[src/hdl/port_power_consts.svh]
// Constants for the downstream port power and over-current block.
// Assumes a 125 MHz core clock; included by bare name.
`ifndef PORT_POWER_CONSTS_SVH
`define PORT_POWER_CONSTS_SVH

`define PPS_CLK_MHZ        125
`define PPS_SINGLE_MS      5
`define PPS_DOUBLE_MS      20
// Least time rounds up, longest rounds down; both are exact at 125 MHz
`define PPS_SINGLE_CYC     ((`PPS_SINGLE_MS * `PPS_CLK_MHZ * 1000))
`define PPS_DOUBLE_CYC     ((`PPS_DOUBLE_MS * `PPS_CLK_MHZ * 1000))
`define PPS_CNT_W          22

`define PPS_ADDR_CTRL      4'h0
`define PPS_ADDR_STATUS    4'h1
`define PPS_ADDR_MASK      4'h2
`define PPS_ADDR_PINS      4'h3

`define PPS_CTRL_PWR_LSB   0
`define PPS_CTRL_GANG_BIT  4
`define PPS_CTRL_PROC_BIT  5
`define PPS_CTRL_BC_LSB    8
`define PPS_CTRL_RESET     10'h000
`define PPS_MASK_RESET     4'h0

`endif

[src/hdl/port_power_pkg.sv]
// Types for the downstream port power and over-current block.
// Assumes the constants header is included by users needing numbers.
package port_power_pkg;

  typedef struct packed {
    logic [3:0] pwrEn;
    logic       gang;
    logic       procSel;
    logic [3:0] bcEn;
  } port_ctrl_t;

  typedef enum logic [3:0] {
    FLT_IDLE  = 4'b0001,
    FLT_LOW1  = 4'b0010,
    FLT_GAP   = 4'b0100,
    FLT_TRIP  = 4'b1000
  } flt_state_t;

endpackage

[src/hdl/port_power_sense_ctl.sv]
// Contract
// RULE_01 - One pin per port both switches power and senses over-current.
// RULE_02 - Port power comes from hub logic or from the processor.
// RULE_03 - Ganged or combined port arrangement is selectable.
// RULE_04 - Ganged: one shared pin switches and senses all ports.
// RULE_05 - Combined: each port has its own control and sense pin.
// RULE_06 - Disabled port: pin driven low, pull-up off.
// RULE_07 - Enabled port: driver off, pull-up on, open-drain line.
// RULE_08 - External switch pulls the line low on over-current.
// RULE_09 - Low on an enabled pin reads as over-current.
// RULE_10 - Sense input is filtered so transient lows are ignored.
// RULE_11 - Sample only while the port is enabled.
// RULE_12 - Continuous low for the single-pulse time is an event.
// RULE_13 - Two low groups within the double-pulse window is an event.
// RULE_14 - Per-port battery charging indication from configuration.
// RULE_15 - Single low pulse must last at least 5 ms.
// RULE_16 - Double-pulse window is at most 20 ms.
// RULE_17 - Over-current is latched per port until cleared.
//
// Four-port power control with Avalon-MM slave. Pin 0 is the shared pin
// in ganged mode. Pull-ups are external or pad-level, driven by pullUpEn.
//
// Register access over Avalon-MM and the register addresses were decided locally.
`timescale 1ns/1ns
`include "port_power_consts.svh"

module port_power_sense_ctl #(
  parameter int unsigned SINGLE_CYC = `PPS_SINGLE_CYC,
  parameter int unsigned DOUBLE_CYC = `PPS_DOUBLE_CYC
) (
  input  wire logic        clk,
  input  wire logic        rst_n,
  input  wire logic [3:0]  avsAddress,
  input  wire logic        avsRead,
  input  wire logic        avsWrite,
  input  wire logic [31:0] avsWritedata,
  input  wire logic [3:0]  avsByteenable,
  output logic      [31:0] avsReaddata,
  output logic             avsWaitrequest,
  input  wire logic [3:0]  hubPwrReq,
  input  wire logic [3:0]  portPowerSensePinsIn,
  output logic      [3:0]  portPowerSensePinsOut,
  output logic      [3:0]  portPowerSensePinsOe,
  output logic      [3:0]  pullUpEn,
  output logic      [3:0]  overCurrent,
  output logic      [3:0]  battChargeEn,
  output logic             irq
);

  port_power_pkg::port_ctrl_t ctrl_q, ctrl_d;
  logic [3:0]  status_q, status_d;
  logic [3:0]  mask_q, mask_d;
  logic [31:0] rdata_q, rdata_d;
  logic        ack_q, ack_d;
  logic [3:0]  portOn;
  logic [3:0]  pinOn;
  logic [3:0]  lowSeen;
  logic [3:0]  event_s;
  logic        wrHit;

  function automatic logic [31:0] ctrlWord(
    input port_power_pkg::port_ctrl_t c);
    logic [31:0] w;
    w = 32'h0;
    w[`PPS_CTRL_PWR_LSB +: 4]  = c.pwrEn;
    w[`PPS_CTRL_GANG_BIT]      = c.gang;
    w[`PPS_CTRL_PROC_BIT]      = c.procSel;
    w[`PPS_CTRL_BC_LSB +: 4]   = c.bcEn;
    return w;
  endfunction

  // Power source choice and arrangement
  always_comb begin
    portOn = ctrl_q.procSel ? ctrl_q.pwrEn : hubPwrReq;  // [RULE_02]
    if (ctrl_q.gang) begin
      pinOn = {3'b000, |portOn};                        // [RULE_03] [RULE_04]
    end else begin
      pinOn = portOn;                                   // [RULE_05] [RULE_01]
    end
  end

  // Disabled pins drive 0; enabled pins release and pull up
  always_comb begin
    portPowerSensePinsOut = 4'h0;                       // [RULE_06]
    portPowerSensePinsOe  = ~pinOn;                     // [RULE_06] [RULE_07]
    pullUpEn              = pinOn;                      // [RULE_07]
    // Input read with driver off, so external pull-down is seen cleanly
    lowSeen = pinOn & ~portPowerSensePinsIn;            // [RULE_09] [RULE_08]
  end

  // Per-pin filter: a slow counter per pin would be too costly with a
  // shared window; each pin keeps its own run and window counters.
  port_power_pkg::flt_state_t fst_q [4], fst_d [4];
  logic [`PPS_CNT_W-1:0] run_q [4], run_d [4];
  logic [`PPS_CNT_W-1:0] win_q [4], win_d [4];

  always_comb begin
    for (int i = 0; i < 4; i++) begin
      fst_d[i]   = fst_q[i];
      run_d[i]   = run_q[i];
      win_d[i]   = win_q[i];
      event_s[i] = 1'b0;
      if (!pinOn[i]) begin
        fst_d[i] = port_power_pkg::FLT_IDLE;            // [RULE_11]
        run_d[i] = '0;
        win_d[i] = '0;
      end else begin
        case (fst_q[i])
          port_power_pkg::FLT_IDLE: begin
            if (lowSeen[i]) begin
              fst_d[i] = port_power_pkg::FLT_LOW1;
              run_d[i] = `PPS_CNT_W'(1);
              win_d[i] = `PPS_CNT_W'(1);
            end
          end
          port_power_pkg::FLT_LOW1: begin
            win_d[i] = win_q[i] + 1'b1;
            if (lowSeen[i]) begin
              run_d[i] = run_q[i] + 1'b1;
              if (run_q[i] + 1'b1 >= `PPS_CNT_W'(SINGLE_CYC)) begin
                fst_d[i] = port_power_pkg::FLT_TRIP;    // [RULE_12] [RULE_15]
                event_s[i] = 1'b1;
              end
            end else begin
              fst_d[i] = port_power_pkg::FLT_GAP;       // [RULE_10]
              run_d[i] = '0;
            end
          end
          port_power_pkg::FLT_GAP: begin
            win_d[i] = win_q[i] + 1'b1;
            if (win_q[i] >= `PPS_CNT_W'(DOUBLE_CYC)) begin
              fst_d[i] = port_power_pkg::FLT_IDLE;      // [RULE_16] [RULE_10]
            end else if (lowSeen[i]) begin
              fst_d[i] = port_power_pkg::FLT_TRIP;      // [RULE_13]
              event_s[i] = 1'b1;
            end
          end
          port_power_pkg::FLT_TRIP: begin
            if (!lowSeen[i]) begin
              fst_d[i] = port_power_pkg::FLT_IDLE;
              run_d[i] = '0;
              win_d[i] = '0;
            end
          end
          default: fst_d[i] = port_power_pkg::FLT_IDLE;
        endcase
      end
    end
  end

  always_ff @(posedge clk or negedge rst_n) begin
    if (!rst_n) begin
      for (int i = 0; i < 4; i++) begin
        fst_q[i] <= port_power_pkg::FLT_IDLE;
        run_q[i] <= '0;
        win_q[i] <= '0;
      end
    end else begin
      for (int i = 0; i < 4; i++) begin
        fst_q[i] <= fst_d[i];
        run_q[i] <= run_d[i];
        win_q[i] <= win_d[i];
      end
    end
  end

  // Avalon slave: one wait cycle, answer on the second edge
  assign wrHit = avsWrite && ack_q;
  assign avsWaitrequest = (avsRead || avsWrite) && !ack_q;

  always_comb begin
    ctrl_d   = ctrl_q;
    mask_d   = mask_q;
    rdata_d  = rdata_q;
    ack_d    = (avsRead || avsWrite) && !ack_q;
    status_d = status_q;
    if (wrHit && avsAddress == `PPS_ADDR_STATUS && avsByteenable[0]) begin
      status_d = status_q & ~avsWritedata[3:0];
    end
    status_d = status_d | event_s;                      // [RULE_17]
    if (wrHit && avsAddress == `PPS_ADDR_CTRL) begin
      if (avsByteenable[0]) begin
        ctrl_d.pwrEn   = avsWritedata[`PPS_CTRL_PWR_LSB +: 4];
        ctrl_d.gang    = avsWritedata[`PPS_CTRL_GANG_BIT];
        ctrl_d.procSel = avsWritedata[`PPS_CTRL_PROC_BIT];
      end
      if (avsByteenable[1]) begin
        ctrl_d.bcEn = avsWritedata[`PPS_CTRL_BC_LSB +: 4];
      end
    end else if (wrHit && avsAddress == `PPS_ADDR_MASK) begin
      if (avsByteenable[0]) begin
        mask_d = avsWritedata[3:0];
      end
    end
    if (avsRead && !ack_q) begin
      if (avsAddress == `PPS_ADDR_CTRL) begin
        rdata_d = ctrlWord(ctrl_q);
      end else if (avsAddress == `PPS_ADDR_STATUS) begin
        rdata_d = {28'h0, status_q};
      end else if (avsAddress == `PPS_ADDR_MASK) begin
        rdata_d = {28'h0, mask_q};
      end else if (avsAddress == `PPS_ADDR_PINS) begin
        rdata_d = {20'h0, pinOn, portPowerSensePinsIn, portOn};
      end else begin
        rdata_d = 32'h0;
      end
    end
  end

  always_ff @(posedge clk or negedge rst_n) begin
    if (!rst_n) begin
      ctrl_q   <= port_power_pkg::port_ctrl_t'(`PPS_CTRL_RESET);
      status_q <= 4'h0;
      mask_q   <= `PPS_MASK_RESET;
      rdata_q  <= 32'h0;
      ack_q    <= 1'b0;
    end else begin
      ctrl_q   <= ctrl_d;
      status_q <= status_d;
      mask_q   <= mask_d;
      rdata_q  <= rdata_d;
      ack_q    <= ack_d;
    end
  end

  assign avsReaddata  = rdata_q;
  assign overCurrent  = status_q;                       // [RULE_17]
  assign battChargeEn = ctrl_q.bcEn;                    // [RULE_14]
  assign irq          = |(status_q & mask_q);
endmodule

[config.mk]
export PLATFORM = sky130hd
export DESIGN_NAME = port_power_sense_ctl
export DESIGN_NICKNAME = d
export VERILOG_FILES = /design/src/hdl/port_power_pkg.sv /design/src/hdl/port_power_sense_ctl.sv
export VERILOG_INCLUDE_DIRS = /design/src /design/src/hdl
export SDC_FILE = /design/constraint.sdc
export NUM_CORES = 1
export LEC_CHECK = 0
export BUFFER_PORTS_ARGS = -buffer_cell sky130_fd_sc_hd__buf_2
export CELL_PAD_IN_SITES_DETAIL_PLACEMENT = 1
export CELL_PAD_IN_SITES_GLOBAL_PLACEMENT = 1
export CORE_MARGIN = 2
export CORE_UTILIZATION = 36
export CTS_BUF_LIST = sky130_fd_sc_hd__clkbuf_16
export DETAILED_ROUTE_END_ITERATION = 8
export PLACE_DENSITY_LB_ADDON = 0.2
export SETUP_SLACK_MARGIN = 0.5
export SLEW_MARGIN = 20
export SYNTH_ARGS = -nofsm -noshare
export SYNTH_HDL_FRONTEND = slang
export SYNTH_SLANG_ARGS = --single-unit
[constraint.sdc]
create_clock -name clk -period 2.8 [get_ports clk]
set_input_delay 0.7 -clock clk [delete_from_list [all_inputs] [get_ports clk]]
set_output_delay 0.7 -clock clk [all_outputs]
set_load 0.1 [all_outputs]
==> summary.log <==
qor: critical_path.timing.critical_path.max_delay_family buffers and inverters
qor: timing.report.final.setup_viol 0
qor: clocking.root_cell_of_the_clock_tree sky130_fd_sc_hd__clkbuf_16
qor: critical_path.critPathCaptureType output pin
qor: clocking.cts_hold_repair.buffers 0
qor: critical_path.worst_reg2reg_setup_slack 0.13 ns
qor: min_path.holdCritPathClass in -> async
qor: detailed_routing.first_drt_iteration_drcs 523
qor: critical_path.worstPathRequired 2.10 ns
qor: floorplanning.start_util 0.363
qor: layout.mostFrequentLayoutCell sky130_fd_sc_hd__dfrtp_1
qor: layout.final_design_area_no_fill 0.0179 sq mm
qor: timing.total_negative_slack 0 ns
qor: global_route.grt_first_pass_wirelength 68.9 mm
qor: synth.yosys_warnings 0
qor: layout.mostFrequentLayoutCells sky130_fd_sc_hd__dfrtp_1 (202), sky130_fd_sc_hd__nor2_1 (182), sky130_fd_sc_hd__nand2_1 (150)
qor: critical_path.worstRegToRegCells 13
qor: layout.area_delta_synth_final 31.8%
qor: placed_design.place.detailed.instances 2212
qor: placed_design.numPortBuffers 57
qor: detailed_routing.drc 0
qor: floorplanning.die_area 0.0394 sq mm
qor: floorplanning.top_level_i_o_count 106
qor: timing.timing.slew.headroom 0.511
qor: clocking.cts_buffer_depth 3
qor: critical_path.crit_path_max_fanout 5
qor: status.status finished clean
qor: detailed_routing.vias_per_cell 5.56
qor: floorplanning.die_h 198 um
qor: floorplanning.fp.coreArea 0.0375 sq mm
qor: critical_path.critPathMaxStageDelay 0.45 ns
qor: timing.post-route-period-util 0.985
qor: timing.final.setup.worst_slack 0.0412 ns
qor: global_route.grt_start_max_net_pins 60
qor: timing.worst_pin_slew 0.727 ns
qor: critical_path.path_buf_inv 4
qor: detailed_routing.number_of_vias_in_the_routed_layout 12900
qor: floorplanning.overall_die_width 198 um
qor: placed_design.gp_routability_congestion 0.808
qor: critical_path.crit_path_cell_trace buf_4 > buf_6 > mux2i_4 > or2_4 > clkinvlp_4 > buf_12
qor: synth.synth-adder-area-share 0.0110
qor: timing.fin_worst_skew 0.0153 ns
qor: clocking.cts_tree yes
qor: flow_run.maxCapViolations 0
qor: detailed_routing.route.antenna.remaining_nets 0
qor: synth.share_of_cell_area_taken_by_muxes_after_synthesis 0.0199
qor: synth.post_synth_xor_area_fraction 0.0515
qor: timing.fin_worst_hold_slack 0.0448 ns
qor: clocking.maximum_level_of_the_cts_h_tree 1
qor: placed_design.dpl-instance-area 0.0153 sq mm
qor: global_route.grt_antenna_before_repair 5
qor: critical_path.critPathLaunchType flip-flop
qor: critical_path.timing.critical_path.slowest_stage_cell sky130_fd_sc_hd__dfrtp_2
qor: power_and_ir_drop.power.ir.vdd_worst 0.524 mV
qor: synth.synth_compound_gate_area_share 0.197
qor: synth.synthSimpleGateAreaFrac 0.255
qor: global_route.groute.usage.overall 0.212
qor: power_and_ir_drop.leakagePower 7.47 nW
qor: timing.min_period 2.76 ns
qor: clocking.cts_inserted_buffers 29
qor: synth.synth-edff-count 0
qor: synth.ys_async_sr_fraction 1.00
qor: detailed_routing.detail_route.first_pass.iterations 4
qor: placed_design.post_place_setup_slack -0.0135 ns
qor: synth.synth_sequential_area_ratio 0.410
qor: timing.unrepaired_setup_endpoints_after_global_routing yes
qor: synth.synth_top_family_by_area simple AND/OR/NAND/NOR gates
qor: timing.max_slew_violation_total_from_the_final_report 0
qor: detailed_routing.wirelength 42.8 mm
qor: clocking.tritoncts_num_sinks 223
qor: detailed_routing.avgRoutedWirePerCell 18.4 um
qor: clocking.cts.clk_slew.worst_paths 0.06 ns
qor: synth.unique_masters_post_synth 85
qor: floorplanning.num_rows 71
qor: layout.fraction_of_layout_cells_with_a_size_suffix_above_1 0.287
qor: clocking.insertion_delay_of_the_later_clocked_pin_in_the_worst_skew_pair 0.57 ns
qor: critical_path.crit_arrival 2.06 ns
qor: synth.synthesis.instances 1624
qor: layout.diode_count 0
qor: timing.hold_viol 0
qor: critical_path.r2r_start ctrl_q[4]$_DFFE_PN0P_
qor: synth.syn-mean-instance-area 8.38 sq um
qor: timing.max_freq 0.362 GHz
qor: critical_path.reg2reg_to run_q[78]$_DFFE_PN0P_
qor: critical_path.critical_path_class reg -> out
qor: synth.synthFlopType sky130_fd_sc_hd__dfrtp_1
qor: power_and_ir_drop.cellPowerDensity 505 mW/mm^2
qor: synth.synth-seq-cells 223
qor: placed_design.place.detailed.hpwl 27.9 mm
qor: layout.design.final.nets 1854
qor: layout.instances_no_fill 2322
qor: global_route.grt_overflow 0
qor: synth.netlist_area 0.0136 sq mm
qor: critical_path.worst_setup_path_startpoint ctrl_q[4]$_DFFE_PN0P_
qor: global_route.number_of_global_route_vias_before_repair 13200
per-stage QoR:
stage          power [W]   util
2_1_floorplan    0.00468      -
3_3_place_gp     0.00514  0.409
3_5_place_dp     0.00518  0.409
4_1_cts          0.00898  0.451
5_1_grt          0.00945  0.479
6_report         0.00907  0.479
cell families (layout without fill, tap and decap cells):
family / Yosys count / after routing
xor+xnor: 80 / 80
flops: 223 / 223
buf+inv: 163 / 327
other cells: 1 / 24
simple gates: 698 / 698
compound gates: 422 / 422
fa+ha+maj: 12 / 12
mux: 25 / 25
registers in the layout (all words and copies together), names as in the netlist:
signal	flops
ack_q	1
run_q	88
avsReaddata	12
ctrl_q	6
mask_q	4
overCurrent	4
win_q	88
battChargeEn	4
fst_q	16
cells in the mapped netlist (16+ instances only):
library cell               count  area, sq um
sky130_fd_sc_hd__a21oi_1      53          265
sky130_fd_sc_hd__a31oi_1      19          119
sky130_fd_sc_hd__and3_1       25          156
sky130_fd_sc_hd__buf_4        29          218
sky130_fd_sc_hd__clkbuf_1     80          300
sky130_fd_sc_hd__dfrtp_1     219         5480
sky130_fd_sc_hd__inv_1        38          143
sky130_fd_sc_hd__nand2_1     156          586
sky130_fd_sc_hd__nand2b_1     16          100
sky130_fd_sc_hd__nand3_1      78          390
sky130_fd_sc_hd__nand4_1      41          257
sky130_fd_sc_hd__nor2_1      207          777
sky130_fd_sc_hd__nor2b_1      18          113
sky130_fd_sc_hd__nor3_1       44          220
sky130_fd_sc_hd__o21ai_0     179          896
sky130_fd_sc_hd__o31ai_1      41          308
sky130_fd_sc_hd__xnor2_1      39          342
sky130_fd_sc_hd__xor2_1       41          359
per-layer routing:
layer / vias up / part of all wire / global-route usage / wire length [um]
met2: 126 / 0.49 / 0.368 / 21000
met4: 10 / 0.020 / 0.0467 / 868
met5: - / 0.0015 / 0 / 66
met1: 6538 / 0.46 / 0.278 / 19600
met3: 63 / 0.031 / 0.0356 / 1330
li1: 6163 / - / - / -
power by group:
part / leakage [nW] / total, W / internal, W / switching, W
sequential: 3.05 / 0.00349 / 0.00334 / 0.000148
clock: 0.452 / 0.00358 / 0.00206 / 0.00153
combinational: 3.97 / 0.00200 / 0.000666 / 0.00133
worst max path at each step:
stage | end | slack [ns] | cells past startpoint
detailed placement | win_q[85]$_DFFE_PN0P_ | -0.01 | 8
global placement | win_q[85]$_DFFE_PN0P_ | 0.009 | 8
floorplan | run_q[85]$_DFFE_PN0P_ | -0.15 | 9
global route | portPowerSensePinsOe[0] | -0.02 | 8
finish | pullUpEn[3] | 0.04 | 6
CTS | portPowerSensePinsOe[0] | 0.04 | 7
final cells by class:
class                      count  area, sq um
fill                        4303        19500
tap                          511          639
clock buffer                  29          726
sequential                   223         5610
inverter                      40          200
multi-input combinational   1261         8470
timing repair buffer         235         2130
clock inverter                23          166
worst register-to-register path: stages, from the launching register on:
cell	delay [ns]
sky130_fd_sc_hd__dfrtp_2	0.45
sky130_fd_sc_hd__nor3b_1	0.16
sky130_fd_sc_hd__o21a_1	0.19
sky130_fd_sc_hd__o21ai_2	0.19
sky130_fd_sc_hd__buf_6	0.14
sky130_fd_sc_hd__clkinvlp_4	0.08
sky130_fd_sc_hd__buf_4	0.13
sky130_fd_sc_hd__buf_4	0.12
sky130_fd_sc_hd__or4_4	0.51
sky130_fd_sc_hd__buf_6	0.17
sky130_fd_sc_hd__buf_16	0.13
sky130_fd_sc_hd__nor2_1	0.14
sky130_fd_sc_hd__o21ai_2	0.10
sky130_fd_sc_hd__o31ai_4	0.08
what timing repair did:
item	in CTS	in global routing
endpoints found under the hold margin	0	0
resized for setup	113	200
pin swaps	18	49
cloned	4	4
endpoints found under the setup margin	88	101
buffers inserted	25	25
No activity file was read; power rests on OpenSTA's default activity.
